[config.mk]
export PLATFORM = sky130hd
export DESIGN_NAME = instr_cycle_core
export DESIGN_NICKNAME = d
export VERILOG_FILES = /design/src/verilog/core_pkg.sv /design/src/verilog/instr_cycle_core.sv
export VERILOG_INCLUDE_DIRS = /design/src /design/src/verilog
export SDC_FILE = /design/constraint.sdc
export NUM_CORES = 1
export LEC_CHECK = 0
export BUFFER_PORTS_ARGS = -buffer_cell sky130_fd_sc_hd__buf_2
export CAP_MARGIN = 20
export CORE_ASPECT_RATIO = 0.9
export CORE_MARGIN = 5
export CORE_UTILIZATION = 35
export CTS_BUF_LIST = sky130_fd_sc_hd__clkbuf_4 sky130_fd_sc_hd__clkbuf_8
export DETAILED_ROUTE_END_ITERATION = 7
export GPL_ROUTABILITY_DRIVEN = 0
export SYNTH_ARGS = -nofsm -noshare
export SYNTH_HDL_FRONTEND = slang
export SYNTH_SLANG_ARGS = --single-unit
export TNS_END_PERCENT = 1
[constraint.sdc]
create_clock -name clk -period 3.78 [get_ports clk]
set_input_delay 0.378 -clock clk [delete_from_list [all_inputs] [get_ports clk]]
set_output_delay 0.378 -clock clk [all_outputs]
set_load 0.01 [all_outputs]
[src/verilog/core_cfg.svh]
// Purpose: Constants for the instruction cycle core
// Assumes: 16-bit instruction words, 8-bit data, 11-bit program counter
// Notes:   Encodings are local to this core
`ifndef CORE_CFG_SVH
`define CORE_CFG_SVH

// ==========================================
// Timing
`define PHASES_PER_CYCLE 4
`define PH_FETCH         2'd0
`define PH_ADDR          2'd1
`define PH_READ          2'd2
`define PH_EXEC          2'd3

// ==========================================
// Major opcodes, bits 15:12
`define OP_ALU_ACC  4'h0
`define OP_ALU_MEM  4'h1
`define OP_LOAD_IMM  4'h2
`define OP_ADD_IMM  4'h3
`define OP_SUB_IMM  4'h4
`define OP_STORE_ACC 4'h5
`define OP_BIT_SET  4'h6
`define OP_BIT_CLR  4'h7
`define OP_SKIP_Z   4'h8
`define OP_SKIP_BZ  4'h9
`define OP_SKIP_BNZ 4'ha
`define OP_JUMP     4'hb
`define OP_CALL     4'hc
`define OP_RETURN     4'hd
`define OP_INT_RETURN 4'he
`define OP_TAB_RD   4'hf

// ==========================================
// ALU sub-operations, bits 11:8
`define ALU_MOVE 4'h0
`define ALU_ADD  4'h1
`define ALU_SUB  4'h2
`define ALU_AND  4'h3
`define ALU_OR   4'h4
`define ALU_XOR  4'h5
`define ALU_INVERT 4'h6
`define ALU_INC    4'h7
`define ALU_DECR   4'h8
`define ALU_ROT_R  4'h9
`define ALU_ROT_L  4'ha
`define ALU_ROT_RC 4'hb
`define ALU_ROT_LC 4'hc

// ==========================================
// Addresses and reset values
`define PC_LOW_ADDR 8'h06
`define TBL_PAGE   3'h7
`define PC_RESET   11'h000
`define ACC_RESET  8'h00

`endif

[src/verilog/core_pkg.sv]
// Purpose: Types for the instruction cycle core
// Assumes: Constants live in core_cfg.svh
// Notes:   Types only
package core_pkg;

  typedef logic [10:0] pc_t;
  typedef logic [7:0]  byte_t;

  // Normal cycle, or the added cycle of a two-cycle instruction
  typedef enum logic {
    CYC_EXEC,
    CYC_EXTRA
  } cyc_e;

endpackage : core_pkg

[src/verilog/instr_cycle_core.sv]
// Purpose: 8-bit core with four-clock instruction cycles
// Assumes: Program and data memory answer combinationally on clk
// Notes:   No prefetch; the added cycle fetches one word and drops it, except table read, which keeps its low byte
//
// How it works
// - Each instruction cycle is four clock periods long.
// - Ordinary instructions finish in one instruction cycle.
// - Jump, call, both returns and table read take two cycles.
// - Writing the program counter low byte adds one cycle.
// - A write to the program counter low byte jumps to the new address, except a table read aimed there, which is dropped.
// - A skip costs one cycle, plus one more when it skips.
// - Add sets carry above 255 and subtract sets borrow below 0.
// - Increment and decrement change the value by one into memory or accumulator.
// - Logic operations set the zero flag on a zero result.
// - Rotates shift one bit, and the via-carry forms move the dropped bit to carry.
// - Moves go register to accumulator, accumulator to register, or immediate to accumulator.
// - Call saves the return point, return resumes after the call, jump saves nothing.
// - A conditional skip tests a byte or a bit and runs or skips the next instruction.
// - Bit set and clear rewrite the byte changing only the chosen bit.
// - Table read fetches a constant from program memory into data memory.
`timescale 1ns/10ps
`include "core_cfg.svh"

module instr_cycle_core
  import core_pkg::*;
#(
  parameter int STACK_DEPTH = 4
) (
  // Clock and reset
  input  wire logic         clk,
  input  wire logic         reset_n,
  // Program memory
  output logic       [10:0] pm_addr_ff,
  input  wire logic  [15:0] pm_data,
  // Data memory
  output logic       [7:0]  dm_addr_ff,
  output logic       [7:0]  dm_wdata_ff,
  output logic              dm_we_ff,
  input  wire logic  [7:0]  dm_rdata,
  // Status
  output logic       [1:0]  phase_ff,
  output logic              retire_ff,
  output logic       [7:0]  acc_ff,
  output logic              zero_ff,
  output logic              carry_ff
);

  localparam int SPW = (STACK_DEPTH > 1) ? $clog2(STACK_DEPTH) : 1;

  // ==========================================
  // ALU
  // Result layout: {carry out, carry used, zero used, value}
  function automatic logic [10:0] alu(input logic [3:0] op, input byte_t a,
                                      input byte_t m, input logic c);
    logic [8:0] wide;
    wide = 9'h000;
    unique case (op)
      `ALU_MOVE: alu = {3'b000, m};
      `ALU_ADD: begin
        wide = {1'b0, a} + {1'b0, m};
        alu  = {wide[8], 2'b11, wide[7:0]};
      end
      `ALU_SUB: begin
        wide = {1'b0, a} - {1'b0, m};
        alu  = {wide[8], 2'b11, wide[7:0]};
      end
      `ALU_AND: alu = {3'b001, a & m};
      `ALU_OR:  alu = {3'b001, a | m};
      `ALU_XOR: alu = {3'b001, a ^ m};
      `ALU_INVERT: alu = {3'b001, ~m};
      `ALU_INC:    alu = {3'b001, m + 8'h01};
      `ALU_DECR:   alu = {3'b001, m - 8'h01};
      `ALU_ROT_R:  alu = {3'b000, m[0], m[7:1]};
      `ALU_ROT_L:  alu = {3'b000, m[6:0], m[7]};
      `ALU_ROT_RC: alu = {m[0], 2'b10, c, m[7:1]};
      `ALU_ROT_LC: alu = {m[7], 2'b10, m[6:0], c};
      default:  alu = {3'b000, a};                           // Unused codes pass the accumulator through as the result
    endcase
  endfunction : alu

  // ==========================================
  // State
  cyc_e        cyc_ff;
  pc_t         pc_ff;
  pc_t         target_ff;
  logic [15:0] ir_ff;
  byte_t       operand_ff;
  logic        tab_ff;
  logic [SPW-1:0] sp_ff;
  pc_t         stack_mem [STACK_DEPTH];

  // ==========================================
  // Decode, evaluated for the execute phase
  logic [3:0]  opc;
  logic [3:0]  sub;
  byte_t       mfield;
  logic [2:0]  bidx;
  logic [10:0] alu_out;
  byte_t       nxt_res;
  logic        nxt_wr_acc;
  logic        nxt_wr_mem;
  logic        nxt_two;
  logic        nxt_push;
  logic        nxt_pop;
  logic        nxt_tab;
  logic        nxt_flags;
  pc_t         nxt_target;
  pc_t         pc_inc;

  always_comb begin
    opc        = ir_ff[15:12];
    sub        = ir_ff[11:8];
    mfield     = ir_ff[7:0];
    bidx       = ir_ff[10:8];
    pc_inc     = pc_ff + 11'd1;
    alu_out    = alu(sub, acc_ff, operand_ff, carry_ff);
    nxt_res    = alu_out[7:0];
    nxt_flags  = 1'b1;
    nxt_wr_acc = 1'b0;
    nxt_wr_mem = 1'b0;
    nxt_two    = 1'b0;
    nxt_push   = 1'b0;
    nxt_pop    = 1'b0;
    nxt_tab    = 1'b0;
    nxt_target = pc_inc;
    unique case (opc)
      `OP_ALU_ACC: nxt_wr_acc = 1'b1;
      `OP_ALU_MEM: nxt_wr_mem = 1'b1;
      `OP_LOAD_IMM, `OP_ADD_IMM, `OP_SUB_IMM: begin
        alu_out    = alu((opc == `OP_LOAD_IMM) ? `ALU_MOVE :
                         (opc == `OP_ADD_IMM) ? `ALU_ADD : `ALU_SUB,
                         acc_ff, mfield, carry_ff);
        nxt_res    = alu_out[7:0];
        nxt_wr_acc = 1'b1;
      end
      `OP_STORE_ACC: begin
        nxt_res    = acc_ff;
        nxt_wr_mem = 1'b1;
        nxt_flags  = 1'b0;
      end
      `OP_BIT_SET, `OP_BIT_CLR: begin
        nxt_res       = operand_ff;
        nxt_res[bidx] = (opc == `OP_BIT_SET);
        nxt_wr_mem    = 1'b1;
        nxt_flags     = 1'b0;
      end
      `OP_SKIP_Z, `OP_SKIP_BZ, `OP_SKIP_BNZ: begin
        nxt_flags = 1'b0;
        if ((opc == `OP_SKIP_Z   && operand_ff == 8'h00) ||
            (opc == `OP_SKIP_BZ  && !operand_ff[bidx]) ||
            (opc == `OP_SKIP_BNZ &&  operand_ff[bidx])) begin
          nxt_two    = 1'b1;
          nxt_target = pc_ff + 11'd2;
        end
      end
      `OP_JUMP: begin
        nxt_flags  = 1'b0;
        nxt_two    = 1'b1;
        nxt_target = ir_ff[10:0];
      end
      `OP_CALL: begin
        nxt_flags  = 1'b0;
        nxt_two    = 1'b1;
        nxt_push   = 1'b1;
        nxt_target = ir_ff[10:0];
      end
      `OP_RETURN, `OP_INT_RETURN: begin
        nxt_flags  = 1'b0;
        nxt_two    = 1'b1;
        nxt_pop    = 1'b1;
        nxt_target = stack_mem[sp_ff - SPW'(1)];
      end
      `OP_TAB_RD: begin
        nxt_flags = 1'b0;
        nxt_two   = 1'b1;
        nxt_tab   = 1'b1;
      end
    endcase
    // Destination is the low program counter byte
    if (nxt_wr_mem && mfield == `PC_LOW_ADDR) begin
      nxt_wr_mem = 1'b0;
      nxt_two    = 1'b1;
      nxt_target = {pc_ff[10:8], nxt_res};
    end
  end

  // ==========================================
  // Phase counter and cycle kind
  always_ff @(posedge clk) begin
    if (!reset_n) begin
      phase_ff <= `PH_FETCH;
      cyc_ff   <= CYC_EXEC;
    end else begin
      phase_ff <= phase_ff + 2'd1;
      if (phase_ff == `PH_EXEC) begin
        cyc_ff <= (cyc_ff == CYC_EXEC && nxt_two) ? CYC_EXTRA : CYC_EXEC;
      end
    end
  end

  // ==========================================
  // Fetch, operand read and program counter
  always_ff @(posedge clk) begin
    if (!reset_n) begin
      pc_ff      <= `PC_RESET;
      pm_addr_ff <= `PC_RESET;
      target_ff  <= `PC_RESET;
      ir_ff      <= 16'h0000;
      operand_ff <= 8'h00;
      dm_addr_ff <= 8'h00;
      tab_ff     <= 1'b0;
      retire_ff  <= 1'b0;
    end else begin
      retire_ff <= 1'b0;
      if (cyc_ff == CYC_EXEC) begin
        unique case (phase_ff)
          `PH_FETCH: ir_ff      <= pm_data;
          `PH_ADDR:  dm_addr_ff <= ir_ff[7:0];
          // Low counter byte is read from the core, not memory
          `PH_READ:  operand_ff <= (ir_ff[7:0] == `PC_LOW_ADDR) ? pc_ff[7:0] : dm_rdata;
          `PH_EXEC: begin
            target_ff <= nxt_target;
            tab_ff    <= nxt_tab;
            if (nxt_two) begin
              // Sequential word is fetched here and dropped; table read fetches its table word instead
              pm_addr_ff <= nxt_tab ? {`TBL_PAGE, acc_ff} : pc_inc;
            end else begin
              pc_ff      <= pc_inc;
              pm_addr_ff <= pc_inc;
              retire_ff  <= 1'b1;
            end
          end
        endcase
      end else if (phase_ff == `PH_EXEC) begin
        pc_ff      <= tab_ff ? pc_ff + 11'd1 : target_ff;
        pm_addr_ff <= tab_ff ? pc_ff + 11'd1 : target_ff;
        tab_ff     <= 1'b0;
        retire_ff  <= 1'b1;
      end
    end
  end

  // ==========================================
  // Write back: accumulator, flags, data memory
  always_ff @(posedge clk) begin
    if (!reset_n) begin
      acc_ff      <= `ACC_RESET;
      zero_ff     <= 1'b0;
      carry_ff    <= 1'b0;
      dm_wdata_ff <= 8'h00;
      dm_we_ff    <= 1'b0;
    end else begin
      dm_we_ff <= 1'b0;
      if (phase_ff == `PH_EXEC && cyc_ff == CYC_EXEC) begin
        if (nxt_wr_acc) begin
          acc_ff <= nxt_res;
        end
        if (nxt_wr_mem) begin
          dm_wdata_ff <= nxt_res;
          dm_we_ff    <= 1'b1;
        end
        // Each flag moves only for ops that own it
        if (nxt_flags && alu_out[8]) begin
          zero_ff <= (nxt_res == 8'h00);
        end
        if (nxt_flags && alu_out[9]) begin
          carry_ff <= alu_out[10];
        end
      end else if (phase_ff == `PH_READ && cyc_ff == CYC_EXTRA && tab_ff) begin
        dm_wdata_ff <= pm_data[7:0];
      end else if (phase_ff == `PH_EXEC && cyc_ff == CYC_EXTRA && tab_ff) begin
        dm_we_ff <= (dm_addr_ff != `PC_LOW_ADDR);
      end
    end
  end

  // ==========================================
  // Return stack; overflow wraps
  always_ff @(posedge clk) begin
    if (!reset_n) begin
      sp_ff <= '0;
    end else if (phase_ff == `PH_EXEC && cyc_ff == CYC_EXEC) begin
      if (nxt_push) begin
        stack_mem[sp_ff] <= pc_inc;
        sp_ff            <= sp_ff + SPW'(1);
      end else if (nxt_pop) begin
        sp_ff <= sp_ff - SPW'(1);
      end
    end
  end

endmodule : instr_cycle_core

# Word-level counts from Yosys, hierarchy flattened
# Memory sizes are Yosys's and may differ from the RTL's.
# Index checks and enable logic that the tools add are counted.
# classes
n_addsub	13
n_mul	0
div	0
n_lt_le_gt_ge	2
n_eq_ne	46
n_shift	0
mux	55
n_bitwise	9
n_reduce_logical	43
# op_table
operator	count
$pmux W11 S13	2
$mux W11	12
$eq A4 B4 Y1 const B	13
$pmux W11 S3	1
$eq A4 B3 Y1 const B	8
$mux W8	4
$mux W1	27
$pmux W8 S3	1
$eq A2 B4 Y1 const B	5
$reduce_and A2 Y1	10
$add A8 B8 Y9	2
$sub A8 B8 Y9	2
$add A8 B1 Y8 const B	2
$and A8 B8 Y8	2
$eq A4 B2 Y1 const B	4
$logic_not A8 Y1	2
$not A8 Y8	2
$or A8 B8 Y8	2
$sub A8 B1 Y8 const B	2
$xor A8 B8 Y8	2
$logic_and A1 B1 Y1	13
$eq A2 B3 Y1 const B	4
$logic_not A4 Y1	3
$add A11 B1 Y11 const B	1
other kinds (26)	42
# totals
reg_bits	91
latch_bits	0
mem_bits_rw	44
rom_bits	0
word_cells	185
mem_count	1
# memory_table
name	words	word_bits	rd	rd_clocked_by_memory_dff	wr	line_no	text
stack_mem	4	11	1	0	1	instr_cycle_core.sv:90	pc_t stack_mem [STACK_DEPTH];

# Longest topological paths before layout
# depth
depth_word	12
mapped_depth	14

# Least setup slack after synthesis
# Ideal clock, no wire load.
# synth_timing
path_type	register to register
from	register ir_ff[12]
to	register target_ff[2]
arrival_time_ns	2.777
path_slack_ns	0.885
stages_incl_launch_ff	12
path_buffers	3
period_less_slack_ns	2.895
cell_sequence	dfxtp_1 -> buf_2 -> nand2_1 -> or3_1 -> buf_2 -> ha_1 -> buf_4 -> a222oi_1 -> a21oi_1 -> a2111oi_0 -> a21oi_1 -> a32o_1
# synth_between
elab_chain_len	7
# synth_lines
element	line_no	text
start: declaration	instr_cycle_core.sv:86	logic [15:0] ir_ff;
start signal: assignment	instr_cycle_core.sv:217	`PH_FETCH: ir_ff <= pm_data;
$eq A4 B2 Y1 or $eq A4 B4 Y1 (tied branches)	instr_cycle_core.sv:126	unique case (opc)
$mux W2 (no source line) (tied with other cells)	--	
$mux W2 (no source line) or $logic_or A1 B1 Y1 (tied branches)	--	
$eq A2 B4 Y1 (tied with other cells)	instr_cycle_core.sv:57	unique case (op)
$pmux W11 S13 or $mux W11 (tied branches)	instr_cycle_core.sv:57, instr_cycle_core.sv:149	
$pmux W8 S3 or $pmux W11 S3 (tied branches)	instr_cycle_core.sv:126	
$mux W11 *	instr_cycle_core.sv:180	if (nxt_wr_mem && mfield == `PC_LOW_ADDR) begin
end signal: assignment	instr_cycle_core.sv:207	target_ff <= `PC_RESET;
end signal: assignment	instr_cycle_core.sv:222	target_ff <= nxt_target;
end: declaration	instr_cycle_core.sv:85	pc_t target_ff;
# Mark *: on every way between the ends. The rest lies on a longest branch, timed or not.
# A chain may end at the register's enable or synchronous reset.

# Worst setup path in the final report
# layout_timing
from	register acc_ff[1]
to	register zero_ff
# layout_between
elab_chain_len	4
# layout_lines
element	line_no	text
start: declaration	instr_cycle_core.sv:43	output logic [7:0] acc_ff,
start signal: assignment	instr_cycle_core.sv:247	acc_ff <= `ACC_RESET;
start signal: assignment	instr_cycle_core.sv:256	acc_ff <= nxt_res;
$sub A8 B8 Y9 (tied with other cells)	instr_cycle_core.sv:64	wide = {1'b0, a} - {1'b0, m};
$pmux W11 S13	instr_cycle_core.sv:57	
$pmux W8 S3 *	instr_cycle_core.sv:126	
$logic_not A8 Y1 *	instr_cycle_core.sv:264	zero_ff <= (nxt_res == 8'h00);
end signal: assignment	instr_cycle_core.sv:264	
end: declaration	instr_cycle_core.sv:44	output logic zero_ff,
# Marks and branches as above.

==> impl_metrics.env <==
export IMPL_grt_first_pass_wirelength_mm=53.38
export IMPL_yosysMostFrequentCell="nor2_1"
export IMPL_r2r_start="acc_ff[1]"
export IMPL_hold_path_class="input pin to flip-flop"
export IMPL_start_util_pct=35.36
export IMPL_post_cts_setup_buffers=0
export IMPL_ys_seq_elements=135
export IMPL_path_cells="inv_1 > fa_1 > nand2_1 > o211ai_1 > a21oi_1 > a2111oi_0 > o2111a_1 > and4_1 > nand4_1 > o41ai_2"
export IMPL_grt_max_degree=72
export IMPL_clock_path_buffers=2
export IMPL_cp_start_kind="flip-flop"
export IMPL_antenna_found_initial=0
export IMPL_ys_async_sr_fraction_pct=0
export IMPL_drt_total_wl_mm=34.20
export IMPL_hold_path_depth=3
export IMPL_synth_cell_types=90
export IMPL_cts_buffers=17
export IMPL_synth_edff_count=44
export IMPL_ys_top_cells_by_count="nor2_1, nand2_1, dfxtp_1"
export IMPL_final_nets=1288
export IMPL_dieArea_mm2=0.03162
export IMPL_fmax_mhz=297.8
export IMPL_rows=58
export IMPL_r2r_cells=10
export IMPL_drt_initial_drc_count=1138
export IMPL_crit_family="compound AO/OA/AOI/OAI gates"
export IMPL_cts_repair_resized=0
export IMPL_ys_warn_count=0
export IMPL_num_vias=9433
export IMPL_cp_arrival_ps=3740
export IMPL_grt_pass1_vias=8871
export IMPL_track_usage_pct=21.14
export IMPL_synth_top_area_cell="dfxtp_1"
export IMPL_hold_start="pm_data[6]"
export IMPL_critPathBufInv=1
export IMPL_maxSlewHeadroom_pct=41.17
export IMPL_crit_fanout=9
export IMPL_wl_per_cell_um=21.69
export IMPL_worst_hold_slack_ps=155.6
export IMPL_worstMarginPinSlew_ps=880.7
export IMPL_cts_hold_buffers=0
export IMPL_antennaDiodeCount=0
export IMPL_htreeDepth=4
export IMPL_place_hpwl_mm=24.92
export IMPL_clkSlewWorstSetupHoldPaths_ps=90
export IMPL_grt_ovfl_total=0
export IMPL_finalCoreUtilization_pct=39.33
export IMPL_drt_pass1_iterations=5
export IMPL_finClkSkew_ps=19.13
export IMPL_syn_instance_count=1168
export IMPL_core_mm2=0.02787
export IMPL_hold_violations=0
export IMPL_synth_top_area_share_pct=18.49
export IMPL_p_leak_uw=0.004077
export IMPL_die_h_um=169.2
export IMPL_fin_tns_setup_ps=0
export IMPL_ys_seq_area_share_pct=31.89
export IMPL_syn_area_per_cell_um2=8.437
export IMPL_max_stage_delay_ps=680
export IMPL_finalCritPeriodShare_pct=88.84
export IMPL_r2r_end="zero_ff"
export IMPL_syn_area_mm2=0.009854
export IMPL_setup_viol=0
export IMPL_areaGrowthSynthToFinish_pct=11.22
export IMPL_io_buffers=66
export IMPL_cp_required_ps=4160
export IMPL_yosys_most_used_dff="dfxtp_1"
export IMPL_synth_area_leaders="dfxtp_1, edfxtp_1, ha_1, nor2_1, a21oi_1"
export IMPL_insertion_delay_ps=460
export IMPL_rrSetupSlack_ps=420
export IMPL_drc=0
export IMPL_p_per_area_mw_per_mm2=356.4
export IMPL_slew_violations=0
export IMPL_cts_sinks=135
export IMPL_ioPinCount=67
export IMPL_period_minus_slack_ps=3358
export IMPL_cts_tree="done"
export IMPL_ctsRootBufferMaster="clkbuf_8"
export IMPL_rsz0062_at_grt="no"
export IMPL_max_vdd_ir_drop_mv=0.2201
export IMPL_crit_type="flip-flop to flip-flop"
export IMPL_synth_fp_nets=1252
export IMPL_dieWidth_um=186.9
export IMPL_cap_violations=0
export IMPL_cp_slowest_cell="a2111oi_0"
export IMPL_drive_gt1_share_pct=15.61
export IMPL_drtAntennaViolNets=0
export IMPL_end_kind="flip-flop"
export IMPL_outcome="completed"
export IMPL_holdPathEnd="ir_ff[6]"
export IMPL_drt_vias_per_instance=5.982
registers in the layout, summed over array words and instances, names as in the netlist, 2 cells and up:
signal	count
dm_wdata_ff	8
operand_ff	8
dm_addr_ff	8
target_ff	11
acc_ff	8
pm_addr_ff	11
stack_mem	44
sp_ff	2
phase_ff	2
ir_ff	16
pc_ff	11
tightest hold or removal path: cells and delay by family:
family	cells	cell delay, ps
buf+inv	1	110
compound gates	1	50
simple gates	1	50
stage by stage:
stage          area, µm²  total power, µW  setup slack, ps  std cells
3_3_place_gp       10570             2695            613.1       1544
5_1_grt            10960             4085            184.2       1577
3_5_place_dp       10580             2700            499.4       1545
4_1_cts            10960             3903            477.8       1577
2_1_floorplan       9854             2360            885.4       1168
6_report           10960             3906            421.8       1577
power breakdown:
| group | internal [µW] | total [µW] | switching, µW |
|---|---|---|---|
| sequential | 1530 | 1600 | 69.9 |
| clock | 545 | 1210 | 663 |
| combinational | 397 | 1090 | 697 |
| total | 2480 | 3910 | 1430 |
cells by family after synthesis:
logic type                 count (synthesis)  share of synthesized area (%)
muxes                                     50                          6.907
adders and majority gates                 58                          7.669
AOI/OAI and AO/OA                        347                          24.75
xor gates and xnor gates                  27                          2.400
and+or+nand+nor                          399                          19.82
buffers and inverters                    152                          6.564
DFF                                      135                          31.89
metal layers:
layer | track usage, % | part of all wire, %
met1 | 30.65 | 45
met2 | 32.16 | 43
met3 | 4.175 | 8.9
met4 | 6.075 | 2.9
met5 | 0 | 0
final cells by class:
type	instances	area, µm²
clock buffers	18	241.5
clock inverters	14	137.6
fillers	2904	16910
inverters	57	214.0
multi-input cells	881	6068
flip-flops and latches	135	3144
well taps	360	450.4
repair buffers	112	704.4
cell usage in the layout, fill, tap and decap left out, drive strengths merged, types with 14 or more instances in the layout:
cell type / netlist / layout
ha: 54 / 54
inv: 56 / 65
a21oi: 85 / 85
nor3: 22 / 22
buf: 43 / 112
xnor2: 17 / 17
a211oi: 32 / 32
a22oi: 14 / 14
o211ai: 14 / 14
nor2: 129 / 129
nor2b: 18 / 18
edfxtp: 44 / 44
mux2i: 36 / 36
nand2: 109 / 109
a221oi: 14 / 14
dfxtp: 91 / 91
nand3: 38 / 38
o21ai: 56 / 56
clkbuf: 52 / 18
how the worst max path moves through the flow:
stage	slack, ps	depth (start not counted)	to	from
floorplan	890	11	target_ff[2]	ir_ff[12]
global placement	610	10	zero_ff	acc_ff[1]
detailed placement	500	10	zero_ff	acc_ff[1]
CTS	480	10	zero_ff	acc_ff[1]
global route	180	10	dm_wdata_ff[6]	acc_ff[1]
finish	420	10	zero_ff	acc_ff[1]
No activity file was read; power rests on OpenSTA's default activity.
